--- src/hw/nfc_pkg.sv ---
// Shared constants and types of the NAND flash host controller
package nfc_pkg;

	// ************************************************************
	// Clock and pin timing
	// ************************************************************
	localparam int CLK_PERIOD_NS = 50;
	localparam int SYNC_STAGES   = 2;
	localparam int T_SETUP_NS    = 50;
	localparam int T_WLOW_NS     = 50;
	localparam int T_RLOW_NS     = 100;
	localparam int T_HOLD_NS     = 50;
	localparam int T_WB_NS       = 200;

	// Least times, rounded up to whole cycles; read low time adds the synchroniser stages
	localparam logic [3:0] SETUP_CYC =
		4'((T_SETUP_NS + CLK_PERIOD_NS - 1) / CLK_PERIOD_NS);
	localparam logic [3:0] WLOW_CYC =
		4'((T_WLOW_NS + CLK_PERIOD_NS - 1) / CLK_PERIOD_NS);
	localparam logic [3:0] RLOW_CYC =
		4'((T_RLOW_NS + CLK_PERIOD_NS - 1) / CLK_PERIOD_NS + SYNC_STAGES);
	localparam logic [3:0] HOLD_CYC =
		4'((T_HOLD_NS + CLK_PERIOD_NS - 1) / CLK_PERIOD_NS);
	localparam logic [3:0] WB_CYC =
		4'((T_WB_NS + CLK_PERIOD_NS - 1) / CLK_PERIOD_NS);

	// ************************************************************
	// Device command codes
	// ************************************************************
	localparam logic [7:0] CMD_READ_LO    = 8'h00;
	localparam logic [7:0] CMD_READ_HI    = 8'h01;
	localparam logic [7:0] CMD_READ_SPARE = 8'h50;
	localparam logic [7:0] CMD_SER_IN     = 8'h80;
	localparam logic [7:0] CMD_PROG_GO    = 8'h10;
	localparam logic [7:0] CMD_ERASE_SET  = 8'h60;
	localparam logic [7:0] CMD_ERASE_GO   = 8'hD0;
	localparam logic [7:0] CMD_STATUS     = 8'h70;
	localparam logic [7:0] CMD_ID         = 8'h90;
	localparam logic [7:0] CMD_RESET      = 8'hFF;
	localparam logic [7:0] ID_ADDR        = 8'h00;

	// Status byte fields
	localparam int ST_FAIL_BIT  = 0;
	localparam int ST_READY_BIT = 6;
	localparam int ST_WP_BIT    = 7;

	// ************************************************************
	// Controller operations and registers
	// ************************************************************
	localparam logic [3:0] OP_READ_LO    = 4'h1;
	localparam logic [3:0] OP_READ_HI    = 4'h2;
	localparam logic [3:0] OP_READ_SPARE = 4'h3;
	localparam logic [3:0] OP_RD_BYTE    = 4'h4;
	localparam logic [3:0] OP_PROG_LOAD  = 4'h5;
	localparam logic [3:0] OP_WR_BYTE    = 4'h6;
	localparam logic [3:0] OP_PROG_EXEC  = 4'h7;
	localparam logic [3:0] OP_ERASE      = 4'h8;
	localparam logic [3:0] OP_RESET      = 4'h9;
	localparam logic [3:0] OP_STATUS     = 4'hA;
	localparam logic [3:0] OP_ID         = 4'hB;
	localparam logic [3:0] OP_DESELECT   = 4'hC;

	localparam logic [7:0] REG_CTRL   = 8'h00;
	localparam logic [7:0] REG_ADDR   = 8'h04;
	localparam logic [7:0] REG_DATA   = 8'h08;
	localparam logic [7:0] REG_STATUS = 8'h0C;
	localparam logic [7:0] REG_ID     = 8'h10;

	localparam int CTRL_WP_BIT      = 8;
	localparam int STS_RUN_BIT      = 0;
	localparam int STS_RDY_BIT      = 1;
	localparam int STS_REFUSED_BIT  = 2;
	localparam int STS_FAIL_BIT     = 3;
	localparam int STS_SEL_BIT      = 4;
	localparam int STS_BYTE_LSB     = 8;

	localparam logic [7:0]  STATUS_RST = 8'h00;
	localparam logic [23:0] ADDR_RST   = 24'h00_0000;

	// ************************************************************
	// Step and pin cycle types
	// ************************************************************
	typedef enum logic [2:0] {
		ACT_CMD, ACT_ADR, ACT_DIN, ACT_DOUT, ACT_WAIT, ACT_WRDY
	} nfc_act_e;

	typedef enum logic [2:0] {
		SEL_K, SEL_COL, SEL_PG0, SEL_PG1, SEL_DATA
	} nfc_sel_e;

	typedef struct packed {
		nfc_act_e   act;
		nfc_sel_e   sel;
		logic [7:0] k;
		logic       last;
	} nfc_step_s;

endpackage : nfc_pkg

--- src/hw/nfc_cyc_if.sv ---
// Handshake between the operation sequencer and the pin cycle engine
`timescale 1ns/10ps
interface nfc_cyc_if;
	logic              req;
	nfc_pkg::nfc_act_e kind;
	logic [7:0]        wdata;
	logic              done;
	logic [7:0]        rdata;

	modport seq (output req, kind, wdata, input done, rdata);
	modport eng (input req, kind, wdata, output done, rdata);
endinterface : nfc_cyc_if

--- src/hw/nfc_pin_cyc.sv ---
// Pin cycle engine: one command, address, data-in or data-out cycle
`timescale 1ns/10ps
module nfc_pin_cyc (
	input  wire logic       clk_sys,
	input  wire logic       rst_b,
	input  wire logic       clk_en,
	nfc_cyc_if.eng          cyc,
	input  wire logic [7:0] io_in,
	output logic            cmd_latch,
	output logic            addr_latch,
	output logic            write_strobe_n,
	output logic            output_strobe_n,
	output logic [7:0]      io_out,
	output logic            io_oe
);

	typedef enum logic [1:0] {E_IDLE, E_SETUP, E_LOW, E_HIGH} nfc_est_e;

	nfc_est_e          st_ff;
	nfc_pkg::nfc_act_e kind_ff;
	logic [3:0]        cnt_ff;
	logic [7:0]        io_s1_ff;
	logic [7:0]        io_s2_ff;
	logic              done_ff;
	logic [7:0]        rdata_ff;
	logic              is_rd;

	assign is_rd     = (kind_ff == nfc_pkg::ACT_DOUT);
	assign cyc.done  = done_ff;
	assign cyc.rdata = rdata_ff;

	// ************************************************************
	// Input synchroniser
	// ************************************************************
	always_ff @(posedge clk_sys or negedge rst_b) begin
		if (!rst_b) begin
			io_s1_ff <= 8'h00;
			io_s2_ff <= 8'h00;
		end else if (clk_en) begin
			io_s1_ff <= io_in;
			io_s2_ff <= io_s1_ff;
		end
	end

	// ************************************************************
	// Cycle sequence
	// ************************************************************
	always_ff @(posedge clk_sys or negedge rst_b) begin
		if (!rst_b) begin
			st_ff           <= E_IDLE;
			kind_ff         <= nfc_pkg::ACT_CMD;
			cnt_ff          <= 4'h0;
			cmd_latch       <= 1'b0;
			addr_latch      <= 1'b0;
			write_strobe_n  <= 1'b1;
			output_strobe_n <= 1'b1;
			io_out          <= 8'h00;
			io_oe           <= 1'b0;
			done_ff         <= 1'b0;
			rdata_ff        <= 8'h00;
		end else if (clk_en) begin
			done_ff <= 1'b0;
			unique case (st_ff)
				E_IDLE: begin
					if (cyc.req) begin
						kind_ff    <= cyc.kind;
						// Both latches low marks a data cycle
						cmd_latch  <= (cyc.kind == nfc_pkg::ACT_CMD);
						addr_latch <= (cyc.kind == nfc_pkg::ACT_ADR);
						io_out     <= cyc.wdata;
						io_oe      <= (cyc.kind != nfc_pkg::ACT_DOUT);
						cnt_ff     <= nfc_pkg::SETUP_CYC - 4'h1;
						st_ff      <= E_SETUP;
					end
				end
				E_SETUP: begin
					if (cnt_ff == 4'h0) begin
						if (is_rd) begin
							output_strobe_n <= 1'b0;
							cnt_ff <= nfc_pkg::RLOW_CYC - 4'h1;
						end else begin
							write_strobe_n <= 1'b0;
							cnt_ff <= nfc_pkg::WLOW_CYC - 4'h1;
						end
						st_ff <= E_LOW;
					end else begin
						cnt_ff <= cnt_ff - 4'h1;
					end
				end
				E_LOW: begin
					if (cnt_ff == 4'h0) begin
						// Low time covers access plus synchroniser delay
						if (is_rd) begin
							rdata_ff <= io_s2_ff;
						end
						write_strobe_n  <= 1'b1;
						output_strobe_n <= 1'b1;
						cnt_ff <= nfc_pkg::HOLD_CYC - 4'h1;
						st_ff  <= E_HIGH;
					end else begin
						cnt_ff <= cnt_ff - 4'h1;
					end
				end
				E_HIGH: begin
					if (cnt_ff == 4'h0) begin
						cmd_latch  <= 1'b0;
						addr_latch <= 1'b0;
						io_oe      <= 1'b0;
						done_ff    <= 1'b1;
						st_ff      <= E_IDLE;
					end else begin
						cnt_ff <= cnt_ff - 4'h1;
					end
				end
			endcase
		end
	end

endmodule : nfc_pin_cyc

--- src/hw/nfc_host_ctrl.sv ---
// NAND flash host controller: register port, operation sequencer, pins
// Contract
// - Latch strobes pick command, address or data cycle; select stays low.
// - Address goes column byte, then two page bytes; bit 8 implied.
// - Keep chip select low from third read address through busy.
// - Trust the pass/fail bit only when the ready bit is set.
// - While busy, issue only status read 70 or reset FF.
// - Use status read to tell which of wire-tied devices is busy.
`timescale 1ns/10ps
module nfc_host_ctrl (
	input  wire logic        clk_sys,
	input  wire logic        rst_b,
	input  wire logic        clk_en,
	input  wire logic [7:0]  reg_addr,
	input  wire logic [31:0] reg_wdata,
	input  wire logic        reg_wr,
	input  wire logic        reg_rd,
	output logic      [31:0] reg_rdata,
	output logic             cmd_latch,
	output logic             addr_latch,
	output logic             chip_sel_n,
	output logic             write_strobe_n,
	output logic             output_strobe_n,
	output logic             write_protect_n,
	input  wire logic [7:0]  io_in,
	output logic      [7:0]  io_out,
	output logic             io_oe,
	input  wire logic        busy_flag_n
);

	typedef enum logic [2:0] {
		M_IDLE, M_FETCH, M_CYC, M_WB, M_RDY
	} nfc_mst_e;

	nfc_cyc_if cyc ();

	nfc_mst_e           st_ff;
	logic [3:0]         op_ff;
	logic [2:0]         idx_ff;
	logic [3:0]         cnt_ff;
	logic               req_ff;
	nfc_pkg::nfc_act_e  kind_ff;
	logic [7:0]         wdata_ff;
	logic [23:0]        addr_ff;
	logic [7:0]         data_wr_ff;
	logic [7:0]         data_rd_ff;
	logic [7:0]         stat_ff;
	logic [15:0]        id_ff;
	logic               refused_ff;
	logic               rdy_s1_ff;
	logic               rdy_s2_ff;
	nfc_pkg::nfc_step_s step;
	logic [7:0]         step_byte;
	logic               ctrl_wr;
	logic [3:0]         new_op;
	logic               op_legal;
	logic               accept;
	logic               step_end;
	logic [31:0]        rd_mux;

	// ************************************************************
	// Operation step table
	// ************************************************************
	function automatic nfc_pkg::nfc_step_s mk(
		input nfc_pkg::nfc_act_e act,
		input nfc_pkg::nfc_sel_e sel,
		input logic [7:0]        k,
		input logic              last
	);
		nfc_pkg::nfc_step_s s;
		s.act  = act;
		s.sel  = sel;
		s.k    = k;
		s.last = last;
		return s;
	endfunction : mk

	function automatic nfc_pkg::nfc_step_s step_of(
		input logic [3:0] op,
		input logic [2:0] idx
	);
		nfc_pkg::nfc_step_s s;
		logic [7:0]         rd_cmd;
		s = mk(nfc_pkg::ACT_WRDY, nfc_pkg::SEL_K, 8'h00, 1'b1);
		rd_cmd = (op == nfc_pkg::OP_READ_HI) ? nfc_pkg::CMD_READ_HI :
			(op == nfc_pkg::OP_READ_SPARE) ? nfc_pkg::CMD_READ_SPARE :
			nfc_pkg::CMD_READ_LO;
		unique case (op)
			nfc_pkg::OP_READ_LO, nfc_pkg::OP_READ_HI,
			nfc_pkg::OP_READ_SPARE, nfc_pkg::OP_PROG_LOAD: begin
				// Column, then two page bytes; bit 8 rides on the command
				unique case (idx)
					3'd0: s = mk(nfc_pkg::ACT_CMD, nfc_pkg::SEL_K,
						(op == nfc_pkg::OP_PROG_LOAD) ?
						nfc_pkg::CMD_SER_IN : rd_cmd, 1'b0);
					3'd1: s = mk(nfc_pkg::ACT_ADR, nfc_pkg::SEL_COL,
						8'h00, 1'b0);
					3'd2: s = mk(nfc_pkg::ACT_ADR, nfc_pkg::SEL_PG0,
						8'h00, 1'b0);
					3'd3: s = mk(nfc_pkg::ACT_ADR, nfc_pkg::SEL_PG1, 8'h00,
						op == nfc_pkg::OP_PROG_LOAD);
					default: s = mk(nfc_pkg::ACT_WAIT, nfc_pkg::SEL_K,
						8'h00, 1'b1);
				endcase
			end
			nfc_pkg::OP_RD_BYTE: begin
				// Next page transfer may be under way at a page end
				if (idx != 3'd0) begin
					s = mk(nfc_pkg::ACT_DOUT, nfc_pkg::SEL_K, 8'h00, 1'b1);
				end else begin
					s = mk(nfc_pkg::ACT_WRDY, nfc_pkg::SEL_K, 8'h00, 1'b0);
				end
			end
			nfc_pkg::OP_WR_BYTE:
				s = mk(nfc_pkg::ACT_DIN, nfc_pkg::SEL_DATA, 8'h00, 1'b1);
			nfc_pkg::OP_PROG_EXEC, nfc_pkg::OP_ERASE: begin
				unique case (idx)
					3'd0: s = mk(nfc_pkg::ACT_CMD, nfc_pkg::SEL_K,
						(op == nfc_pkg::OP_ERASE) ? nfc_pkg::CMD_ERASE_SET :
						nfc_pkg::CMD_PROG_GO, 1'b0);
					3'd1: s = (op == nfc_pkg::OP_ERASE) ?
						mk(nfc_pkg::ACT_ADR, nfc_pkg::SEL_PG0, 8'h00, 1'b0) :
						mk(nfc_pkg::ACT_WAIT, nfc_pkg::SEL_K, 8'h00, 1'b0);
					3'd2: s = (op == nfc_pkg::OP_ERASE) ?
						mk(nfc_pkg::ACT_ADR, nfc_pkg::SEL_PG1, 8'h00, 1'b0) :
						mk(nfc_pkg::ACT_CMD, nfc_pkg::SEL_K,
						nfc_pkg::CMD_STATUS, 1'b0);
					3'd3: s = (op == nfc_pkg::OP_ERASE) ?
						mk(nfc_pkg::ACT_CMD, nfc_pkg::SEL_K,
						nfc_pkg::CMD_ERASE_GO, 1'b0) :
						mk(nfc_pkg::ACT_DOUT, nfc_pkg::SEL_K, 8'h00, 1'b1);
					3'd4: s = mk(nfc_pkg::ACT_WAIT, nfc_pkg::SEL_K,
						8'h00, 1'b0);
					3'd5: s = mk(nfc_pkg::ACT_CMD, nfc_pkg::SEL_K,
						nfc_pkg::CMD_STATUS, 1'b0);
					default: s = mk(nfc_pkg::ACT_DOUT, nfc_pkg::SEL_K,
						8'h00, 1'b1);
				endcase
			end
			nfc_pkg::OP_RESET:
				s = (idx == 3'd0) ? mk(nfc_pkg::ACT_CMD, nfc_pkg::SEL_K,
					nfc_pkg::CMD_RESET, 1'b0) :
					mk(nfc_pkg::ACT_WAIT, nfc_pkg::SEL_K, 8'h00, 1'b1);
			nfc_pkg::OP_STATUS:
				// Polled per device where ready lines are wire-tied
				s = (idx == 3'd0) ? mk(nfc_pkg::ACT_CMD, nfc_pkg::SEL_K,
					nfc_pkg::CMD_STATUS, 1'b0) :
					mk(nfc_pkg::ACT_DOUT, nfc_pkg::SEL_K, 8'h00, 1'b1);
			nfc_pkg::OP_ID: begin
				unique case (idx)
					3'd0: s = mk(nfc_pkg::ACT_CMD, nfc_pkg::SEL_K,
						nfc_pkg::CMD_ID, 1'b0);
					3'd1: s = mk(nfc_pkg::ACT_ADR, nfc_pkg::SEL_K,
						nfc_pkg::ID_ADDR, 1'b0);
					default: s = mk(nfc_pkg::ACT_DOUT, nfc_pkg::SEL_K,
						8'h00, idx == 3'd3);
				endcase
			end
			default: s = mk(nfc_pkg::ACT_WRDY, nfc_pkg::SEL_K, 8'h00, 1'b1);
		endcase
		return s;
	endfunction : step_of

	assign step = step_of(op_ff, idx_ff);

	always_comb begin
		unique case (step.sel)
			nfc_pkg::SEL_COL:  step_byte = addr_ff[7:0];
			nfc_pkg::SEL_PG0:  step_byte = addr_ff[15:8];
			nfc_pkg::SEL_PG1:  step_byte = addr_ff[23:16];
			nfc_pkg::SEL_DATA: step_byte = data_wr_ff;
			default:           step_byte = step.k;
		endcase
	end

	// ************************************************************
	// Busy flag synchroniser
	// ************************************************************
	always_ff @(posedge clk_sys or negedge rst_b) begin
		if (!rst_b) begin
			rdy_s1_ff <= 1'b0;
			rdy_s2_ff <= 1'b0;
		end else if (clk_en) begin
			rdy_s1_ff <= busy_flag_n;
			rdy_s2_ff <= rdy_s1_ff;
		end
	end

	// ************************************************************
	// Operation acceptance
	// ************************************************************
	assign ctrl_wr  = reg_wr && (reg_addr == nfc_pkg::REG_CTRL);
	assign new_op   = reg_wdata[3:0];
	assign op_legal = (new_op >= nfc_pkg::OP_READ_LO) &&
		(new_op <= nfc_pkg::OP_DESELECT);
	// Busy device takes only status or reset; reset may also abort a wait
	assign accept = ctrl_wr && op_legal &&
		((st_ff == M_IDLE && (rdy_s2_ff || new_op == nfc_pkg::OP_STATUS ||
		new_op == nfc_pkg::OP_RESET)) || (new_op == nfc_pkg::OP_RESET &&
		(st_ff == M_WB || st_ff == M_RDY)));
	assign step_end = (st_ff == M_CYC && cyc.done) ||
		(st_ff == M_RDY && rdy_s2_ff);

	always_ff @(posedge clk_sys or negedge rst_b) begin
		if (!rst_b) begin
			refused_ff <= 1'b0;
		end else if (clk_en) begin
			if (ctrl_wr && !accept) begin
				refused_ff <= 1'b1;
			end else if (reg_wr && reg_addr == nfc_pkg::REG_STATUS &&
				reg_wdata[nfc_pkg::STS_REFUSED_BIT]) begin
				refused_ff <= 1'b0;
			end
		end
	end

	// ************************************************************
	// Sequencer
	// ************************************************************
	always_ff @(posedge clk_sys or negedge rst_b) begin
		if (!rst_b) begin
			st_ff    <= M_IDLE;
			op_ff    <= 4'h0;
			idx_ff   <= 3'd0;
			cnt_ff   <= 4'h0;
			req_ff   <= 1'b0;
			kind_ff  <= nfc_pkg::ACT_CMD;
			wdata_ff <= 8'h00;
		end else if (clk_en) begin
			req_ff <= 1'b0;
			if (accept && new_op != nfc_pkg::OP_DESELECT) begin
				op_ff  <= new_op;
				idx_ff <= 3'd0;
				st_ff  <= M_FETCH;
			end else begin
				unique case (st_ff)
					M_IDLE: ;
					M_FETCH: begin
						if (step.act == nfc_pkg::ACT_WAIT) begin
							// Busy shows only some time after the strobe
							cnt_ff <= nfc_pkg::WB_CYC - 4'h1;
							st_ff  <= M_WB;
						end else if (step.act == nfc_pkg::ACT_WRDY) begin
							st_ff <= M_RDY;
						end else begin
							req_ff   <= 1'b1;
							kind_ff  <= step.act;
							wdata_ff <= step_byte;
							st_ff    <= M_CYC;
						end
					end
					M_WB: begin
						if (cnt_ff == 4'h0) begin
							st_ff <= M_RDY;
						end else begin
							cnt_ff <= cnt_ff - 4'h1;
						end
					end
					M_CYC, M_RDY: begin
						if (step_end) begin
							idx_ff <= idx_ff + 3'd1;
							st_ff  <= step.last ? M_IDLE : M_FETCH;
						end
					end
				endcase
			end
		end
	end

	assign cyc.req   = req_ff;
	assign cyc.kind  = kind_ff;
	assign cyc.wdata = wdata_ff;

	// ************************************************************
	// Chip select and captured read data
	// ************************************************************
	always_ff @(posedge clk_sys or negedge rst_b) begin
		if (!rst_b) begin
			chip_sel_n <= 1'b1;
		end else if (clk_en && accept) begin
			// Deselect is refused while busy, so a read transfer completes
			chip_sel_n <= (new_op == nfc_pkg::OP_DESELECT);
		end
	end

	always_ff @(posedge clk_sys or negedge rst_b) begin
		if (!rst_b) begin
			data_rd_ff <= 8'h00;
			stat_ff    <= nfc_pkg::STATUS_RST;
			id_ff      <= 16'h0000;
		end else if (clk_en && st_ff == M_CYC && cyc.done &&
			step.act == nfc_pkg::ACT_DOUT) begin
			if (op_ff == nfc_pkg::OP_RD_BYTE) begin
				data_rd_ff <= cyc.rdata;
			end else if (op_ff == nfc_pkg::OP_ID) begin
				if (idx_ff == 3'd2) begin
					id_ff[7:0] <= cyc.rdata;
				end else begin
					id_ff[15:8] <= cyc.rdata;
				end
			end else begin
				stat_ff <= cyc.rdata;
			end
		end
	end

	// ************************************************************
	// Register port
	// ************************************************************
	always_ff @(posedge clk_sys or negedge rst_b) begin
		if (!rst_b) begin
			addr_ff         <= nfc_pkg::ADDR_RST;
			data_wr_ff      <= 8'h00;
			write_protect_n <= 1'b0;
		end else if (clk_en && reg_wr) begin
			unique case (reg_addr)
				nfc_pkg::REG_CTRL:
					write_protect_n <= reg_wdata[nfc_pkg::CTRL_WP_BIT];
				nfc_pkg::REG_ADDR: addr_ff    <= reg_wdata[23:0];
				nfc_pkg::REG_DATA: data_wr_ff <= reg_wdata[7:0];
				default: ;
			endcase
		end
	end

	always_comb begin
		rd_mux = 32'h0000_0000;
		unique case (reg_addr)
			nfc_pkg::REG_CTRL: begin
				rd_mux[3:0] = op_ff;
				rd_mux[nfc_pkg::CTRL_WP_BIT] = write_protect_n;
			end
			nfc_pkg::REG_ADDR: rd_mux[23:0] = addr_ff;
			nfc_pkg::REG_DATA: rd_mux[7:0]  = data_rd_ff;
			nfc_pkg::REG_STATUS: begin
				rd_mux[nfc_pkg::STS_RUN_BIT]     = (st_ff != M_IDLE);
				rd_mux[nfc_pkg::STS_RDY_BIT]     = rdy_s2_ff;
				rd_mux[nfc_pkg::STS_REFUSED_BIT] = refused_ff;
				// Fail counts only when the same byte says ready
				rd_mux[nfc_pkg::STS_FAIL_BIT] =
					stat_ff[nfc_pkg::ST_FAIL_BIT] &
					stat_ff[nfc_pkg::ST_READY_BIT];
				rd_mux[nfc_pkg::STS_SEL_BIT] = ~chip_sel_n;
				rd_mux[15:8] = stat_ff;
			end
			nfc_pkg::REG_ID: rd_mux[15:0] = id_ff;
			default: ;
		endcase
	end

	always_ff @(posedge clk_sys or negedge rst_b) begin
		if (!rst_b) begin
			reg_rdata <= 32'h0000_0000;
		end else if (clk_en) begin
			reg_rdata <= reg_rd ? rd_mux : 32'h0000_0000;
		end
	end

	nfc_pin_cyc u_pin_cyc (
		.clk_sys         (clk_sys),
		.rst_b           (rst_b),
		.clk_en          (clk_en),
		.cyc             (cyc.eng),
		.io_in           (io_in),
		.cmd_latch       (cmd_latch),
		.addr_latch      (addr_latch),
		.write_strobe_n  (write_strobe_n),
		.output_strobe_n (output_strobe_n),
		.io_out          (io_out),
		.io_oe           (io_oe)
	);

endmodule : nfc_host_ctrl

--- config.mk ---
export PLATFORM = sky130hd
export DESIGN_NAME = nfc_host_ctrl
export DESIGN_NICKNAME = d
export VERILOG_FILES = /design/src/hw/nfc_pkg.sv /design/src/hw/nfc_cyc_if.sv /design/src/hw/nfc_pin_cyc.sv /design/src/hw/nfc_host_ctrl.sv
export SDC_FILE = /design/constraint.sdc
export NUM_CORES = 1
export LEC_CHECK = 0
export ABC_AREA = 0
export ABC_CLOCK_PERIOD_IN_PS = 7800
export BUFFER_PORTS_ARGS = -buffer_cell sky130_fd_sc_hd__buf_2
export CAP_MARGIN = 5
export CORE_MARGIN = 8
export CORE_UTILIZATION = 50
export CTS_CLUSTER_DIAMETER = 40
export DETAILED_ROUTE_END_ITERATION = 10
export PLACE_DENSITY = 0.73
export SYNTH_ARGS = -nofsm -noshare
export SYNTH_HDL_FRONTEND = slang
export SYNTH_HIERARCHICAL = 1
export SYNTH_SLANG_ARGS = --single-unit
export TNS_END_PERCENT = 5
--- constraint.sdc ---
create_clock -name clk_sys -period 7.8 [get_ports clk_sys]
set_input_delay 0.78 -clock clk_sys [delete_from_list [all_inputs] [get_ports clk_sys]]
set_output_delay 0.78 -clock clk_sys [all_outputs]
set_load 0.05 [all_outputs]
# Word-level counts from Yosys, hierarchy flattened
# Index checks and enable logic that the tools add are counted.
[word_totals]
reg_bits = 174
input_bits = 54
output_inout_bits = 47
[classes]
mux = 68
n_addsub = 3
n_eq_ne = 52
magnitude_cmp = 2
n_bitwise = 8
n_reduce_logical = 62
[op_table]
columns = ["operator", "count"]
rows = [
  ["$pmux W15 S7", 1],
  ["$pmux W15 S6", 1],
  ["$pmux W15 S4", 1],
  ["$mux W15", 3],
  ["$pmux W8 S4", 1],
  ["$eq A4 B4 Y1 const B", 7],
  ["$mux W14", 2],
  ["$pmux W14 S2", 1],
  ["$reduce_and A5 Y1", 5],
  ["$eq A3 B2 Y1 const B", 8],
  ["$mux W24", 1],
  ["$mux W3", 8],
  ["$mux W4", 6],
  ["$mux W7", 3],
  ["$pmux W7 S3", 1],
  ["$pmux W4 S5", 1],
  ["$reduce_and A4 Y1", 5],
  ["$eq A3 B3 Y1 const B", 6],
  ["$mux W1", 18],
  ["$pmux W3 S3", 2],
  ["$logic_and A1 B1 Y1", 17],
  ["$eq A4 B3 Y1 const B", 4],
  ["$eq A8 B4 Y1 const B", 2],
  ["$mux W8", 2],
  ["other kinds (39)", 89],
]

# Longest topological paths before layout
[logic_depth]
word_depth = 11
depth_mapped = 10

# Cells and area by module
# The synthesis kept the hierarchy.
[modules_own_cells]
columns = ["module", "n_inst", "area_each_um2", "cells_per_inst", "seq_area_each_um2"]
rows = [
  ["nfc_host_ctrl", 1, 6328.6, 570, 2979.1],
  ["nfc_pin_cyc", 1, 2073.2, 157, 1178.6],
]

# Worst setup path before layout
# Ideal clock, no wire load.
[synth_path]
path_kind = "input -> register"
startpoint = "input port reg_addr[0]"
endpoint = "register addr_ff[0]"
setup_ps = 125
cell_stages = 8
path_buffers = 2
arrival_ps = 2771
setup_slack_ps = 4904
required_time_ps = 7675
cell_sequence = "or4_1 -> nor3_1 -> nand2_1 -> nor2_1 -> and3_1 -> buf_2 -> buf_2 -> mux2_2"
[synth_via]
elab_chain_cells = 2
[synth_rtl]
columns = ["element", "line_no", "source"]
rows = [
  ["start, declared", "nfc_host_ctrl.sv:14", "input wire logic [7:0] reg_addr,"],
  ["$eq A8 B3 Y1", "nfc_host_ctrl.sv:316", "unique case (reg_addr)"],
  ["$reduce_and A2 Y1 (no line)", "--", ""],
  ["end signal, assigned", "nfc_host_ctrl.sv:312", "addr_ff <= nfc_pkg::ADDR_RST;"],
  ["end signal, assigned", "nfc_host_ctrl.sv:319", "nfc_pkg::REG_ADDR: addr_ff <= reg_wdata[23:0];"],
  ["end, declared", "nfc_host_ctrl.sv:44", "logic [23:0] addr_ff;"],
]
# Every way passes these cells.
# A chain may end at the register's enable or synchronous reset.

# Final worst setup path
[layout_path]
startpoint = "input port reg_addr[0]"
endpoint = "register addr_ff[16]"
# The elaborated chain is that of the path after synthesis.

==> results.cfg <==
[worst_setup_path]
worst_setup_path_start_kind = input pin
arrival_ps = 4040
criticalPathCategory = input pin to register
worstPathRequired_ps = 8100
path_max_fanout = 24
critPathCaptureType = register

[route]
vias = 6280
dr_wl_met2_um = 10500
wl_per_cell_um = 20.9
drt_first_iter_violations = 469
wl_met1_um = 9330
highest-signal-layer = met5
drcViolationCount = 0
vias_per_cell = 6.08
met3WireLength_um = 1220
ant_nets = 0
firstDrtPassIters = 5
routed_wirelength_um = 21600

[timing]
timing.setup.tns_ps = 0
rsz0062_at_grt = false
fin_skew_ps = 8.70
maxSlewHeadroom_pct = 24.2
hold-worst-slack_ps = 455
period_needed_ps = 3740
fmax_ghz = 0.267
tightest_slew_ps = 1140
hold_viol = 0
final-setup-viol-count = 0
final.setup.worst_slack_ps = 4060
drv_slew = 0
finalCritPeriodShare_pct = 48.0

[min_path]
min_path_type = input pin to asynchronous set/reset pin

[clock_network]
clock_latency_ps = 420
clock-root-buffer = clkbuf_16
cts_sinks = 166
path_clk_slew_ps = 70
cts-buffers-inserted = 17
postCtsSetupBuffers = 0
holdBufCountCts = 0
ctsResizeCount = 0
tritoncts = yes
htreeDepth = 4
clock_path_buffers = 2

[power]
pwr-share-clk_pct = 37.0
ir_drop_mv = 0.160
p_leak_uw = 0.00441
p_comb_share_pct = 20.3
internal-power_uw = 1580
pwr-share-seq_pct = 42.7
p_per_area_mw_per_mm2 = 240
switching_share_pct = 31.1
power.switching_uw = 715

[placed_design]
portBuffers = 84
dp_hpwl_um = 15700
place_congestion = 0.836
dp_slack_ps = 3690

[flow_run]
drv_cap = 0

[die]
dieArea_mm2 = 0.0212
rows = 47
die_width_um = 146
initial_utilization_pct = 50.8
ios = 101
die_h_um = 146
core_area_mm2 = 0.0165

[synth]
ys.flop_type = dfrtp_1
synth_area_leader_cell = dfrtp_1
syn_inst = 727
yosysSeqAreaShare_pct = 49.5
synth_warnings = 6
synth-seq-cells = 166
async_reset_ff_share_pct = 100
ys_top_cells_by_area = dfrtp_1, mux2_2, ha_1
syn_area_mm2 = 0.00840
synth.distinct_cells = 81
syn_area_per_cell_um2 = 11.6
synth_edf_count = 0
netlist.area_leader.share_pct = 48.5

[global_routing]
grt_max_degree = 101
gr-total-overflow = 0
antenna_found_initial = 2
grt_pass1_vias = 6603
grt.total_usage_pct = 20.7
grt_pass1_wl_um = 35600

[outcome]
run_status = completed

[final_layout]
nNetsFinal = 866
area_delta_synth_final_pct = 13.7
nFillCells = 1363
drive_above_1_share_pct = 32.7
## through the flow
stage	util (%)	cells	total power, uW	cell area [um2]
floorplan	-	734	1330	8430
global placement	54.2	999	1430	8950
detailed placement	54.2	999	1460	8950
CTS	57.8	1031	2310	9550
global route	57.8	1032	2410	9550
finish	57.8	1033	2300	9560
## worst max-delay path: stages
cell,delay (ps)
buf_2,90
or4_1,630
nor3_1,330
nand2_1,410
nor2_1,390
and3_1,970
mux2_2,430
## cell usage in the layout, fill, tap and decap left out, types with 17 or more instances in the layout
cell type and count:
a21oi_1 28, buf_2 83, clkbuf_16 17, dfrtp_1 163, inv_1 19, mux2_2 117
nand2_1 32, nand3_1 20, nor2_1 33, nor3_1 18, o21ai_0 30
## sequential cells by signal, summed over array words and instances, names as in the netlist, 2 cells and up
signal and count:
st_ff 3, addr_ff 24, cyc.kind 3, cnt_ff 4
u_pin_cyc/io_s2_ff 8, idx_ff 3, u_pin_cyc/io_s1_ff 8, op_ff 4
u_pin_cyc/cyc.rdata 8, cyc.wdata 8, id_ff 16, stat_ff 8
reg_rdata 24, u_pin_cyc/io_out 8, u_pin_cyc/st_ff 2, u_pin_cyc/kind_ff 3
data_rd_ff 8, u_pin_cyc/cnt_ff 4, data_wr_ff 8
## metal layers
metal | vias to the layer above | global-route usage [%]
li1 | 2848 | -
met1 | 3188 | 26.3
met2 | 204 | 34.2
met3 | 38 | 4.32
met4 | 2 | 7.81
met5 | - | 0
## synth_stat cells, types with 14 or more instances
cell type,instances
mux2i_1,16
o2bb2ai_1,16
a21oi_1,28
o21ai_0,30
inv_1,19
nor3_1,18
nor2_1,33
o211ai_1,14
dfrtp_1,163
ha_1,14
clkbuf_1,17
nand3_1,20
mux2_2,117
nand2_1,32
## kinds of logic (layout without fill, tap and decap cells)
logic type	after synthesis	in the layout	synth area share, %
flip-flops	166	166	49.5
AND/OR/NAND/NOR	184	184	12.8
buffers and inverters	64	141	3.57
other	1	10	0.0446
adder cells (fa/ha/maj)	14	14	2.08
AO/OA/AOI/OAI	161	161	13.7
multiplexers	135	135	18.1
XOR/XNOR	2	2	0.209
## final cells by class
type	count	area, um2	area share [%]
diodes	2	5.00	0.0524
flip-flops and latches	166	4160	43.5
multi-input cells	504	3980	41.6
inverters	20	75.1	0.786
repair buffers	89	464	4.86
clock inverters	14	163	1.70
well taps	220	275	2.88
clock buffers	18	439	4.60
## power by group through the flow
| stage | Clock, uW | Combinational (uW) | Sequential, uW |
|---|---|---|---|
| detailed placement | 0 | 461 | 995 |
| CTS | 863 | 463 | 980 |
| global placement | 0 | 442 | 991 |
| finish | 850 | 467 | 980 |
| global route | 902 | 515 | 990 |
| floorplan | 0 | 332 | 995 |
## worst paths after layout
check,startpoint,end,slack [ps],depth (start not counted)
max,reg_addr[0],addr_ff[16]$_DFFE_PN0P_,4060,7
max in group asynchronous,rst_b,op_ff[1]$_DFFE_PN0P_,5970,2
min reg2reg,reg_rdata[9]$_DFFE_PN0P_,reg_rdata[9]$_DFFE_PN0P_,490,1
min,rst_b,u_pin_cyc/cnt_ff[0]$_DFFE_PN0P_,450,1
max reg2reg,op_ff[1]$_DFFE_PN0P_,cyc.wdata[4]$_DFFE_PN0P_,4210,6
min in group clk_sys,reg_rdata[9]$_DFFE_PN0P_,reg_rdata[9]$_DFFE_PN0P_,490,1
No activity file was read; power rests on OpenSTA's default activity.
